## src/design/pmc_pkg.sv

```systemverilog
// Package for the packet mode controller: register map, field layouts,
// reset values, mode encodings and timing figures.
// Assumes a 50 MHz system clock and a 32-bit register port.
package pmc_pkg;

	// ----------------------------------------------------------------
	// Register map (word offsets on the register port)
	// ----------------------------------------------------------------
	localparam logic [3:0] A_CTRL = 4'h0;
	localparam logic [3:0] A_CHARS = 4'h1;
	localparam logic [3:0] A_TIMES = 4'h2;
	localparam logic [3:0] A_DISP = 4'h3;
	localparam logic [3:0] A_CMD = 4'h4;
	localparam logic [3:0] A_STATUS = 4'h5;

	// Command codes written to A_CMD
	localparam logic [7:0] CMD_CHAT = 8'h01;
	localparam logic [7:0] CMD_RAW = 8'h02;
	localparam logic [7:0] CMD_FACTORY = 8'h03;

	localparam logic [7:0] CHAR_CR = 8'h0d;

	// ----------------------------------------------------------------
	// Types
	// ----------------------------------------------------------------
	typedef enum logic [1:0] {PMC_CMD, PMC_CHAT, PMC_RAW} pmc_mode_e;

	typedef struct packed {
		logic flush_include;
		logic early_state_switch;
		logic auto_data_state_select;
	} pmc_ctrl_s;

	typedef struct packed {
		logic [7:0] escape_char;
		logic [7:0] drop_line_char;
		logic [7:0] drop_packet_char;
		logic [7:0] flush_char;
	} pmc_chars_s;

	// Both times are counted in ticks
	typedef struct packed {
		logic [15:0] escape_guard_time;
		logic [15:0] raw_flush_interval;
	} pmc_times_s;

	typedef struct packed {
		logic status_msgs;
		logic keep_high_bit_chat;
		logic echo;
		logic line_wrap_width;
		logic auto_linefeed;
	} pmc_disp_s;

	typedef struct packed {
		pmc_ctrl_s ctrl;
		pmc_chars_s chars;
		pmc_times_s times;
		pmc_disp_s disp;
	} pmc_cfg_s;

	typedef struct packed {
		logic in_conn;
		logic conn_ack;
		logic connect;
		logic fail;
		logic disc;
	} pmc_link_s;

	typedef struct packed {
		pmc_mode_e mode;
		pmc_cfg_s cfg;
		logic load;
		logic linked;
		logic [23:0] brk_cnt;
		logic [15:0] div;
		logic [15:0] idle;
		logic [15:0] fl_cnt;
		logic [7:0] pend_n;
		logic multi;
		logic [1:0] esc_n;
		logic [1:0] rep;
		logic hold_v;
		logic [7:0] hold_d;
		logic tx_v;
		logic [7:0] tx_d;
		logic flush;
		logic drop;
		logic prompt;
		logic [31:0] rdata;
	} pmc_st_s;

	// ----------------------------------------------------------------
	// Factory defaults and timing
	// ----------------------------------------------------------------
	localparam pmc_cfg_s CFG_DEFAULT = '{
		ctrl: '{flush_include: 1'b1, early_state_switch: 1'b0, auto_data_state_select: 1'b0},
		chars: '{escape_char: 8'h03, drop_line_char: 8'h18, drop_packet_char: 8'h19,
			flush_char: CHAR_CR},
		times: '{escape_guard_time: 16'h0064, raw_flush_interval: 16'h000a},
		disp: 5'h17
	};

	localparam int CLK_NS = 20;
	localparam int TICK_NS = 1000000;
	localparam int TICK_CYC = TICK_NS / CLK_NS;
	localparam int BAUD = 9600;
	localparam int FRAME_NS = 10 * (1000000000 / BAUD);
	localparam int BREAK_NS = 2 * FRAME_NS;
	localparam int BREAK_CYC = (BREAK_NS + CLK_NS - 1) / CLK_NS;
	localparam int PACLEN = 128;

endpackage

```

## src/design/pmc_ctrl.sv

```systemverilog
// Packet mode controller: command, chat and raw states, packetising
// triggers, break detection and the timed triple escape.
// Assumes host bytes arrive already deserialised, one per strobe, and that
// rx_line is the synchronous level of the serial receive line.
`timescale 1ns/1ns
module pmc_ctrl
	import pmc_pkg::*;
#(
	parameter int TICK_CYCLES = TICK_CYC,
	parameter int BREAK_CYCLES = BREAK_CYC,
	parameter int PKT_LEN = PACLEN
) (
	input wire logic clk,
	input wire logic rstn,
	input wire logic [3:0] addr,
	input wire logic [31:0] wdata,
	input wire logic wr,
	input wire logic rd,
	output logic [31:0] rdata,
	input wire pmc_cfg_s backup_cfg,
	input wire pmc_link_s link,
	input wire logic rx_line,
	input wire logic host_v,
	input wire logic [7:0] host_d,
	output logic host_rdy,
	output logic tx_v,
	output logic [7:0] tx_d,
	output logic pkt_flush,
	output logic pkt_drop,
	output logic prompt,
	output pmc_mode_e mode,
	output logic queue_hold,
	output pmc_disp_s disp
);

	pmc_st_s s;
	pmc_st_s n;
	logic take;
	logic tick;
	logic brk_evt;
	logic emit;
	logic [7:0] eb;
	logic nocr;
	logic esc_hit;
	pmc_chars_s ch;
	pmc_times_s tm;

	assign ch = s.cfg.chars;
	assign tm = s.cfg.times;
	assign nocr = (ch.flush_char != CHAR_CR);
	assign esc_hit = (ch.escape_char != 8'h00) && (host_d == ch.escape_char);

	// ----------------------------------------------------------------
	// Outputs
	// ----------------------------------------------------------------
	// Escape replay stalls the host so the held byte keeps its place
	assign host_rdy = !(s.mode == PMC_RAW && (s.rep != 2'd0 || s.hold_v));
	assign take = host_v && host_rdy;
	assign rdata = s.rdata;
	assign tx_v = s.tx_v;
	assign tx_d = s.tx_d;
	assign pkt_flush = s.flush;
	assign pkt_drop = s.drop;
	assign prompt = s.prompt;
	assign mode = s.mode;
	assign queue_hold = (s.mode != PMC_CMD) && !s.linked;

	// Raw state masks the display features without touching stored settings
	always_comb begin
		disp = s.cfg.disp;
		if (s.mode == PMC_RAW) begin
			disp = '{status_msgs: 1'b0, keep_high_bit_chat: 1'b1, echo: 1'b0,
				line_wrap_width: 1'b0, auto_linefeed: 1'b0};
		end
	end

	// ----------------------------------------------------------------
	// Next-state logic
	// ----------------------------------------------------------------
	always_comb begin
		n = s;
		n.tx_v = 1'b0;
		n.flush = 1'b0;
		n.drop = 1'b0;
		n.prompt = 1'b0;
		n.rdata = '0;
		emit = 1'b0;
		eb = 8'h00;
		tick = 1'b0;

		// Fixed tick divider feeds both timers
		if (s.div == 16'(TICK_CYCLES - 1)) begin
			n.div = '0;
			tick = 1'b1;
		end else begin
			n.div = s.div + 16'h0001;
		end
		// Idle time since the last host byte, saturating
		if (take) begin
			n.idle = '0;
		end else if (tick && s.idle != 16'hffff) begin
			n.idle = s.idle + 16'h0001;
		end

		// Break: space held for two frames, reported once per hold
		if (rx_line) begin
			n.brk_cnt = '0;
		end else if (s.brk_cnt != 24'(BREAK_CYCLES)) begin
			n.brk_cnt = s.brk_cnt + 24'h000001;
		end
		brk_evt = !rx_line && (s.brk_cnt == 24'(BREAK_CYCLES - 1));

		// First cycle after power-up takes the backed-up settings
		if (s.load) begin
			n.cfg = backup_cfg;
			n.load = 1'b0;
		end

		// Register writes
		if (wr) begin
			case (addr)
				A_CTRL: n.cfg.ctrl = pmc_ctrl_s'(wdata[2:0]);
				A_CHARS: n.cfg.chars = pmc_chars_s'(wdata);
				A_TIMES: n.cfg.times = pmc_times_s'(wdata);
				A_DISP: n.cfg.disp = pmc_disp_s'(wdata[4:0]);
				A_CMD: begin
					case (wdata[7:0])
						CMD_CHAT: n.mode = PMC_CHAT;
						CMD_RAW: n.mode = PMC_RAW;
						CMD_FACTORY: n.cfg = CFG_DEFAULT;
						default: ;
					endcase
				end
				default: ;
			endcase
		end
		// Register reads; unmapped offsets answer zero
		if (rd) begin
			case (addr)
				A_CTRL: n.rdata = {29'h0, s.cfg.ctrl};
				A_CHARS: n.rdata = s.cfg.chars;
				A_TIMES: n.rdata = s.cfg.times;
				A_DISP: n.rdata = {27'h0, s.cfg.disp};
				A_STATUS: n.rdata = {26'h0, s.esc_n,
					s.brk_cnt == 24'(BREAK_CYCLES), s.linked, s.mode};
				default: n.rdata = '0;
			endcase
		end

		// Link events
		if (link.in_conn || link.conn_ack) begin
			n.linked = 1'b1;
		end
		if (link.fail || link.disc) begin
			n.linked = 1'b0;
		end
		if (s.mode == PMC_CMD) begin
			// Early switch enters before the link exists; input is queued
			if (link.connect && s.cfg.ctrl.early_state_switch) begin
				n.mode = s.cfg.ctrl.auto_data_state_select ? PMC_RAW : PMC_CHAT;
			end
			// Connection complete: incoming acknowledged or remote ack
			if (link.in_conn || link.conn_ack) begin
				n.mode = s.cfg.ctrl.auto_data_state_select ? PMC_RAW : PMC_CHAT;
			end
		end

		// Host bytes by state
		case (s.mode)
			PMC_CMD: begin
				if (take && host_d == CHAR_CR) begin
					n.prompt = 1'b1;
				end
			end
			PMC_CHAT: begin
				if (take) begin
					if (esc_hit) begin
						n.mode = PMC_CMD;
					end else if (ch.flush_char != 8'h00 && host_d == ch.flush_char) begin
						emit = s.cfg.ctrl.flush_include;
						eb = host_d;
						n.flush = 1'b1;
					end else if (nocr && ch.drop_packet_char != 8'h00
						&& host_d == ch.drop_packet_char) begin
						n.drop = 1'b1;
					end else if (nocr && !s.multi && ch.drop_line_char != 8'h00
						&& host_d == ch.drop_line_char) begin
						n.drop = 1'b1;
					end else begin
						emit = 1'b1;
						eb = s.cfg.disp.keep_high_bit_chat ? host_d : {1'b0, host_d[6:0]};
						if (nocr && host_d == CHAR_CR) begin
							n.multi = 1'b1;
						end
					end
				end
			end
			PMC_RAW: begin
				// Replay held escapes first, then the byte that aborted them
				if (s.rep != 2'd0) begin
					emit = 1'b1;
					eb = ch.escape_char;
					n.rep = s.rep - 2'd1;
				end else if (s.hold_v) begin
					emit = 1'b1;
					eb = s.hold_d;
					n.hold_v = 1'b0;
				end else if (take) begin
					if (tm.escape_guard_time == 16'h0000 || ch.escape_char == 8'h00) begin
						emit = 1'b1;
						eb = host_d;
					end else begin
						case (s.esc_n)
							2'd0: begin
								if (esc_hit && s.idle >= tm.escape_guard_time) begin
									n.esc_n = 2'd1;
								end else begin
									emit = 1'b1;
									eb = host_d;
								end
							end
							2'd3: begin
								n.rep = s.esc_n;
								n.esc_n = 2'd0;
								n.hold_v = 1'b1;
								n.hold_d = host_d;
							end
							default: begin
								if (esc_hit && s.idle < tm.escape_guard_time) begin
									n.esc_n = s.esc_n + 2'd1;
								end else begin
									n.rep = s.esc_n;
									n.esc_n = 2'd0;
									n.hold_v = 1'b1;
									n.hold_d = host_d;
								end
							end
						endcase
					end
				end else if (s.esc_n != 2'd0 && s.idle >= tm.escape_guard_time) begin
					// Guard ran out: complete after three, else give escapes back
					if (s.esc_n == 2'd3) begin
						n.mode = PMC_CMD;
					end else begin
						n.rep = s.esc_n;
						n.esc_n = 2'd0;
					end
				end
				// Interval flush timer runs only while data waits
				if (s.pend_n != 8'h00) begin
					if (tick) begin
						n.fl_cnt = s.fl_cnt + 16'h0001;
					end
					if (tm.raw_flush_interval != 16'h0000
						&& s.fl_cnt >= tm.raw_flush_interval) begin
						n.flush = 1'b1;
					end
				end
			end
			default: n.mode = PMC_CMD;
		endcase

		// Byte into the packet; a full packet goes out at once
		if (emit) begin
			n.tx_v = 1'b1;
			n.tx_d = eb;
			n.pend_n = s.pend_n + 8'h01;
			if (s.pend_n == 8'(PKT_LEN - 1)) begin
				n.flush = 1'b1;
			end
		end
		if (n.flush || n.drop) begin
			n.pend_n = '0;
			n.multi = 1'b0;
			n.fl_cnt = '0;
		end

		// Exits that override everything else
		if (link.fail && !s.linked && s.mode != PMC_CMD) begin
			n.mode = PMC_CMD;
		end
		if (link.disc) begin
			n.mode = PMC_CMD;
		end
		if (brk_evt) begin
			n.mode = PMC_CMD;
		end

		// Any state change or break drops escape progress; command entry prompts
		if (n.mode != s.mode || brk_evt) begin
			n.esc_n = 2'd0;
			n.rep = 2'd0;
			n.hold_v = 1'b0;
			if (n.mode == PMC_CMD) begin
				n.prompt = 1'b1;
			end
		end
	end

	// ----------------------------------------------------------------
	// State register
	// ----------------------------------------------------------------
	// Reset takes constants only; backup settings load one cycle later
	always_ff @(posedge clk) begin
		if (!rstn) begin
			s <= '0;
			s.mode <= PMC_CMD;
			s.cfg <= CFG_DEFAULT;
			s.load <= 1'b1;
		end else begin
			s <= n;
		end
	end

	// ----------------------------------------------------------------
	// Assertions
	// ----------------------------------------------------------------
	property p_reset_cmd;
		@(posedge clk) !rstn |=> (s.mode == PMC_CMD);
	endproperty
	a_reset_cmd: assert property (p_reset_cmd) else $error("not in command after reset");

	property p_break_exit;
		@(posedge clk) disable iff (!rstn)
		(!rx_line && s.brk_cnt == 24'(BREAK_CYCLES - 1)) |=> (s.mode == PMC_CMD) && prompt;
	endproperty
	a_break_exit: assert property (p_break_exit) else $error("break did not exit");

	property p_disc;
		@(posedge clk) disable iff (!rstn)
		(link.disc && s.mode != PMC_CMD) |=> (s.mode == PMC_CMD) && !queue_hold;
	endproperty
	a_disc: assert property (p_disc) else $error("disconnect kept data state");

	property p_chat_flush;
		@(posedge clk) disable iff (!rstn)
		(s.mode == PMC_CHAT && take && ch.flush_char != 8'h00 && host_d == ch.flush_char
			&& !esc_hit && !link.disc) |=> pkt_flush && (s.pend_n == 8'h00);
	endproperty
	a_chat_flush: assert property (p_chat_flush) else $error("flush char missed");

	property p_incl;
		@(posedge clk) disable iff (!rstn)
		(s.mode == PMC_CHAT && take && host_d == ch.flush_char && ch.flush_char != 8'h00
			&& !esc_hit && s.cfg.ctrl.flush_include) |=> tx_v && (tx_d == $past(host_d));
	endproperty
	a_incl: assert property (p_incl) else $error("flush char not included");

	property p_raw_fwd;
		@(posedge clk) disable iff (!rstn)
		(s.mode == PMC_RAW && take && tm.escape_guard_time == 16'h0000)
			|=> tx_v && (tx_d == $past(host_d));
	endproperty
	a_raw_fwd: assert property (p_raw_fwd) else $error("raw byte altered");

	property p_raw_esc;
		@(posedge clk) disable iff (!rstn)
		(s.mode == PMC_RAW && s.esc_n == 2'd3 && !take && s.idle >= tm.escape_guard_time)
			|=> (s.mode == PMC_CMD) && prompt;
	endproperty
	a_raw_esc: assert property (p_raw_esc) else $error("escape did not complete");

	property p_abort;
		@(posedge clk) disable iff (!rstn)
		(s.mode == PMC_RAW && s.esc_n == 2'd3 && take && !link.disc && !brk_evt)
			|=> !host_rdy ##1 (tx_v && tx_d == ch.escape_char);
	endproperty
	a_abort: assert property (p_abort) else $error("escape abort lost data");

	property p_early;
		@(posedge clk) disable iff (!rstn)
		(s.mode == PMC_CMD && link.connect && s.cfg.ctrl.early_state_switch && !link.disc
			&& !link.fail && !brk_evt && !s.load && !s.linked) |=> (s.mode != PMC_CMD) && queue_hold;
	endproperty
	a_early: assert property (p_early) else $error("early switch ignored");

	property p_cmd_chat;
		@(posedge clk) disable iff (!rstn)
		(wr && addr == A_CMD && wdata[7:0] == CMD_CHAT && !link.disc && !link.fail && !brk_evt
			&& !(s.mode == PMC_RAW && s.esc_n == 2'd3)) |=> (s.mode == PMC_CHAT);
	endproperty
	a_cmd_chat: assert property (p_cmd_chat) else $error("chat command ignored");

endmodule // pmc_ctrl

```

## config.mk

```make
export PLATFORM = sky130hd
export DESIGN_NAME = pmc_ctrl
export DESIGN_NICKNAME = d
export VERILOG_FILES = /design/src/design/pmc_pkg.sv /design/src/design/pmc_ctrl.sv
export SDC_FILE = /design/constraint.sdc
export NUM_CORES = 1
export LEC_CHECK = 0
export BUFFER_PORTS_ARGS = -buffer_cell sky130_fd_sc_hd__buf_2
export CAP_MARGIN = 30
export CORE_MARGIN = 10
export CORE_UTILIZATION = 52
export CTS_CLUSTER_DIAMETER = 60
export CTS_CLUSTER_SIZE = 30
export DETAILED_ROUTE_END_ITERATION = 10
export HOLD_SLACK_MARGIN = 0.1
export PLACE_DENSITY = 0.77
export SLEW_MARGIN = 15
export SYNTH_ARGS = -nofsm -noshare
export SYNTH_HDL_FRONTEND = slang
export SYNTH_SLANG_ARGS = --single-unit
export TNS_END_PERCENT = 5
```

## constraint.sdc

```tcl
create_clock -name clk -period 2.4 [get_ports clk]
set_input_delay 0.24 -clock clk [delete_from_list [all_inputs] [get_ports clk]]
set_output_delay 0.24 -clock clk [all_outputs]
set_load 0.02 [all_outputs]
```

# Word level (Yosys, flattened, before mapping)
# Index checks and enable logic that the tools add are counted.
# totals
ff_bits	214
latchBits	0
mem_bits_rw	0
romBits	0
input_bits	127
output_inout_bits	53
mem_count	0
# classes
n_addsub	7
multipliers	0
div_mod_pow	0
n_lt_le_gt_ge	3
eq_ne	33
n_shift	0
mux	81
bitwise_logic	9
reduce_logical	61
# ops
op	count
32-bit one-hot mux with 5 select lines	1
32-bit one-hot mux with 2 select lines	2
8-bit two-way mux	12
74-bit two-way mux	1
73-bit two-way mux	1
72-bit two-way mux	1
16-bit by 1-bit adder with 16-bit output (second input constant)	3
24-bit by 17-bit equality test with 1-bit output (second input constant)	2
2-bit two-way mux	21
8-bit nonzero test	5
8-bit equality test	4
16-bit >= comparator	2
7-bit AND reduction	4
1-bit two-way mux	25
24-bit by 1-bit adder with 24-bit output (second input constant)	1
24-bit by 17-bit != test with 1-bit output (second input constant)	1
11-bit one-hot mux with 2 select lines	1
1-bit logical AND	21
16-bit equality test (second input constant)	1
8-bit by 2-bit equality test with 1-bit output (second input constant)	2
16-bit zero test	1
16-bit less-than comparator	1
16-bit != test (second input constant)	1
8-bit one-hot mux with 2 select lines	1
other kinds (40)	79

# Logic depth before layout (Yosys ltp)
# depth
word_depth	19
ltp_mapped	11

# Least setup slack after synthesis
# No wires, ideal clock.
# synth_timing
path_kind	register to register
start	register mode[0] (netlist name)
end	register s[66] in the netlist's numbering
t_arrival_ns	2.524
t_required_ns	2.283
setup_slack_ns	-0.241
stages_incl_launch_ff	12
path_buffers	2
period_less_slack_ns	2.641
path_cell_list	dfxtp_1 > inv_1 > ha_1 > o21ai_1 > and2_1 > buf_2 > and3_1 > o211ai_1 > o21a_1 > o31ai_2 > buf_2 > nor2_1
# synth_between
elab_chain_len	11
# synth_lines
item	line_no	source
2-bit equality test *	pmc_ctrl.sv:57	assign host_rdy = !(s.mode == PMC_RAW && (s.rep != 2'd0 || s.hold_v));
1-bit logical AND *	pmc_ctrl.sv:57	
1-bit zero test *	pmc_ctrl.sv:57	
via host_rdy	pmc_ctrl.sv:25	output logic host_rdy,
1-bit logical AND *	pmc_ctrl.sv:58	assign take = host_v && host_rdy;
1-bit two-way mux	pmc_ctrl.sv:208	end else if (take) begin
1-bit two-way mux	pmc_ctrl.sv:204	end else if (s.hold_v) begin
1-bit two-way mux	pmc_ctrl.sv:200	if (s.rep != 2'd0) begin
1-bit one-hot mux with 2 select lines	pmc_ctrl.sv:169	case (s.mode)
10-bit two-way mux	pmc_ctrl.sv:264	if (emit) begin
1-bit logical OR *	pmc_ctrl.sv:272	if (n.flush || n.drop) begin
2-bit OR reduction (no line) *	-	
end signal, assigned	pmc_ctrl.sv:311	s <= n;
end, declared	pmc_ctrl.sv:36	pmc_st_s s;
# Mark *: on every way through the listed nets, which the timed path passes. The rest lies on a longest branch.
# A chain may end at the register's enable or synchronous reset.

# Final worst setup path
# layout_timing
start	register s[166] in the netlist's numbering
end	register s[52] in the netlist's numbering
# layout_between
elab_chain_len	13
# layout_lines
item	line_no	source
16-bit >= comparator	pmc_ctrl.sv:240	end else if (s.esc_n != 2'd0 && s.idle >= tm.escape_guard_time) begin
1-bit logical AND	pmc_ctrl.sv:240	
2-bit two-way mux	pmc_ctrl.sv:240	
2-bit two-way mux	pmc_ctrl.sv:208	
2-bit two-way mux	pmc_ctrl.sv:204	
2-bit two-way mux	pmc_ctrl.sv:200	
2-bit one-hot mux with 3 select lines	pmc_ctrl.sv:169	
2-bit two-way mux	pmc_ctrl.sv:279	if (link.fail && !s.linked && s.mode != PMC_CMD) begin
2-bit two-way mux	pmc_ctrl.sv:282	if (link.disc) begin
2-bit two-way mux	pmc_ctrl.sv:285	if (brk_evt) begin
2-bit != test	pmc_ctrl.sv:290	if (n.mode != s.mode || brk_evt) begin
1-bit logical OR	pmc_ctrl.sv:290	
2-bit OR reduction (no line)	-	
# Parallel ways exist; a longest one is shown, timed or not. The select of a mux whose other input is x is not followed.

==> run_results.csv <==
group,metric,value,unit
status,outcome,"complete, but fails checks",
status,violations,"negative setup slack",
worst_setup_path,cp_max_fo,5,
final_layout,areaGrowthSynthToFinish,38.8,%
hold_path,hold_class,"input pin to register",
worst_setup_path,crit_path_start_kind,"register",
clocking,tritoncts,"done",
global_routing,gr-total-overflow,0,
drt,drc_errors,0,
final_layout,multiInputGateArea,6910,sq um
worst_setup_path,reg2reg_slack,-0.33,ns
clocking,clock_latency,0.52,ns
worst_setup_path,crit_required,2.83,ns
sta,fin_tns_setup,-10.76,ns
drt,top_layer_used,"met4",
worst_setup_path,crit_family,"simple AND/OR/NAND/NOR gates",
hold_path,min_path_cells,5,
worst_setup_path,cp_num_buf_inv,3,
sta,timing.final.ws_setup,-0.326,ns
sta,clock.fmax,367,MHz
drt,num_vias,12400,
global_routing,grt_pass1_vias,12200,
worst_setup_path,cp_slowest_stage_delay,0.49,ns
final_layout,nets,1985,
placement,place_ws,-0.296,ns
synthesis,synth_edf_count,0,
synthesis,synth.area.top_cells,"dfxtp_1 (37%), nor2_1 (6.6%), a22oi_1 (5.5%), ha_1 (5.1%), nand2_1 (4.2%)",
clocking,cts_sinks,214,
synthesis,syn_inst,1405,
drt,wire_per_inst,20.2,um
floorplan,core_region_area,21800,sq um
worst_setup_path,reg2reg_to,"s[52]$_SDFFE_PP0P_",
drt,ant_nets,0,
drt,route.met3.wl,4530,um
synthesis,synth_seq_cells,214,
worst_setup_path,arrival,3.15,ns
synthesis,synthArstFlopShare,0,%
global_routing,grt_max_degree,48,
global_routing,grt_pass1_wl,65300,um
clocking,cts.path.max_buffers,3,
final_layout,fill_cells,1553,
floorplan,ios,180,
clocking,clockRootBuffer,"clkbuf_16",
worst_setup_path,worstPathCellList,"inv_1 > ha_4 > a21oi_1 > o21ai_0 > nand4_1 > buf_4 > nand3_2 > buf_6 > a211oi_4 > xnor2_1 > or4_4 > a21oi_2",
sta,final_max_slew_viol_count,0,
floorplan,die_h,169,um
sta,setup_violations,49,
worst_setup_path,critPathKind,"register to register",
final_layout,n_antenna_cell,0,
synthesis,syn_nets,1579,
sta,fin_crit,2.73,ns
synthesis,netlist_area,11600,sq um
drt,met1Wirelength,16300,um
drt,dr.pass1.iters,6,
placement,dp_hpwl,30100,um
synthesis,synth_top_area_share,37.1,%
clocking,htreeDepth,1,
drt,drt_iter0_drc,1601,
drt,wl,42500,um
worst_setup_path,rr_worst_depth,12,
synthesis,synth.avg_cell_area,8.22,sq um
worst_setup_path,cp-startpoint,"s[166]$_SDFF_PN1_",
final_layout,register_area,4320,sq um
synthesis,synth_ff_type,"dfxtp_1",
floorplan,start_util,52.9,%
clocking,cts_made_buffers,19,
synthesis,ys_types,69,
sta,finalClockSkew,0.0340,ns
sta,final-hold-violation-count,0,
pwr,p_leak,6.87,nW
floorplan,rows,54,
synthesis,yosysWarnings,0,
drt,viasPerCell,5.88,
global_routing,antenna_found_initial,0,
worst_setup_path,worst_setup_path_end_kind,"register",
flow_run,drv_cap,0,
sta,max_slew.worst_pin.slew,0.969,ns
worst_setup_path,slowest_stage,"or4_4",
synthesis,synth.most_common_cell,"dfxtp_1",
sta,rsz0062_at_grt,"true",
hold_path,min_from,"backup_cfg[22]",
synthesis,synth_largest_area_cell,"dfxtp_1",
sta,relSlewSlack,35.4,%
worst_setup_path,regToRegStartpoint,"s[166]$_SDFF_PN1_",
sta,fin_crit_sh,114,%
placement,place_congestion,0.967,
pwr,power_density,527,nW/um^2
drt,wl_met2,19900,um
placement,portBuffers,179,
clocking,cts.clk_slew.worst_paths,0.08,ns
floorplan,die-area,28600,sq um
final_layout,layout-drive-gt1-share,32.9,%
synthesis,synth_common_cells,"dfxtp_1 (214), nor2_1 (202), nand2_1 (130)",
hold_path,worstHoldEndpoint,"s[162]$_SDFF_PN0_",
floorplan,die_w,169,um
synthesis,ys_seq_area_share,37.1,%
pwr,vdd_drop_max,0.564,mV
global_routing,grtUsageTotal,27.9,%
## repair_timing
item,in CTS,in global routing
pin swaps,36,9
gates resized for setup,47,36
setup buffers,10,8
hold buffers,62,0
endpoints found under the setup margin,49,69
endpoints found under the hold margin,58,0
## kinds of logic after synthesis
logic type                 after synthesis  share of synthesized area, %
and+or+nand+nor                        554                          23.0
DFF                                    214                          37.1
AOI/OAI and AO/OA                      277                          16.1
xor gates and xnor gates                98                          7.43
muxes                                   46                          4.26
buffers and inverters                  169                          7.05
adders and majority gates               47                          5.09
## state kept, by name, indices dropped and copies added, names as in the netlist
| signal | count |
|---|---|
| pkt_flush | 1 |
| ch | 32 |
| pkt_drop | 1 |
| rdata | 32 |
| s | 136 |
| tx_d | 8 |
| prompt | 1 |
| tx_v | 1 |
| mode | 2 |
## worst max-delay path by stage
stage	end	slack [ns]	cells after the start
detailed placement	s[65]$_SDFFE_PP0N_	-0.30	10
floorplan	s[54]$_SDFFE_PP0P_	-0.05	9
finish	s[52]$_SDFFE_PP0P_	-0.33	12
global route	s[55]$_SDFFE_PP0P_	-0.37	13
CTS	s[55]$_SDFFE_PP0P_	-0.21	11
global placement	s[62]$_SDFFE_PP0N_	-0.26	10
## through the flow
| step | instances | power [mW] | area [sq um] | util (%) | hold WS [ns] |
|---|---|---|---|---|---|
| after global routing | 2104 | 8.68 | 16000 | 73.5 | 0.124 |
| after detailed placement | 1990 | 4.92 | 14200 | 65.1 | 0.431 |
| after floorplan | 1405 | 4.38 | 11700 | - | 0.318 |
| after global placement | 1990 | 4.90 | 14200 | 65.1 | 0.431 |
| final | 2104 | 8.44 | 16000 | 73.5 | 0.100 |
| after CTS | 2096 | 8.37 | 15800 | 72.5 | 0.100 |
## layer usage
layer / global-route usage [%] / up-vias
li1: - / 5722
met1: 34.6 / 5750
met2: 46.3 / 764
met3: 5.70 / 129
met4: 11.7 / 0
met5: 0 / -
## worst reg2reg max path, stage by stage (launching register included)
cell      delay (ns)
dfxtp_2         0.33
inv_1           0.12
ha_4            0.23
a21oi_1         0.24
o21ai_0         0.13
nand4_1         0.18
buf_4           0.15
nand3_2         0.13
buf_6           0.17
a211oi_4        0.25
xnor2_1         0.10
or4_4           0.49
a21oi_2         0.12
## cell usage in the layout (no fill, tap or decap), types with 13 or more instances in the layout
| master | netlist | layout |
|---|---|---|
| nand3_1 | 47 | 44 |
| nand4_1 | 30 | 30 |
| nand2_1 | 130 | 128 |
| dfxtp_1 | 214 | 193 |
| a21oi_1 | 40 | 31 |
| nor3_1 | 19 | 13 |
| buf_4 | 42 | 244 |
| o21ai_0 | 74 | 65 |
| nor2b_1 | 14 | 14 |
| xnor2_1 | 52 | 52 |
| and3_1 | 21 | 21 |
| dlygate4sd3_1 | 0 | 59 |
| dfxtp_2 | 0 | 19 |
| mux2i_1 | 21 | 21 |
| ha_1 | 47 | 36 |
| inv_1 | 56 | 48 |
| xor2_1 | 46 | 46 |
| nor2_1 | 202 | 198 |
| mux2_2 | 25 | 25 |
| a22oi_1 | 84 | 84 |
| buf_2 | 12 | 179 |
| nor4_1 | 25 | 20 |
| clkbuf_16 | 0 | 19 |
## where the power goes
part           total (mW)  internal [mW]  leakage [nW]  switching [mW]
Combinational        1.33          0.648          4.79           0.681
Clock                3.37           1.81         0.328            1.56
Sequential           3.74           3.64          1.75          0.0966
## final cells by class
class	count	area share (%)
inverter	56	1.31
tap	280	2.19
multi-input combinational	1022	43.1
clock inverter	12	1.07
clock buffer	22	3.16
timing repair buffer	498	22.2
sequential	214	26.9
Power figures use the tool's default switching activity.
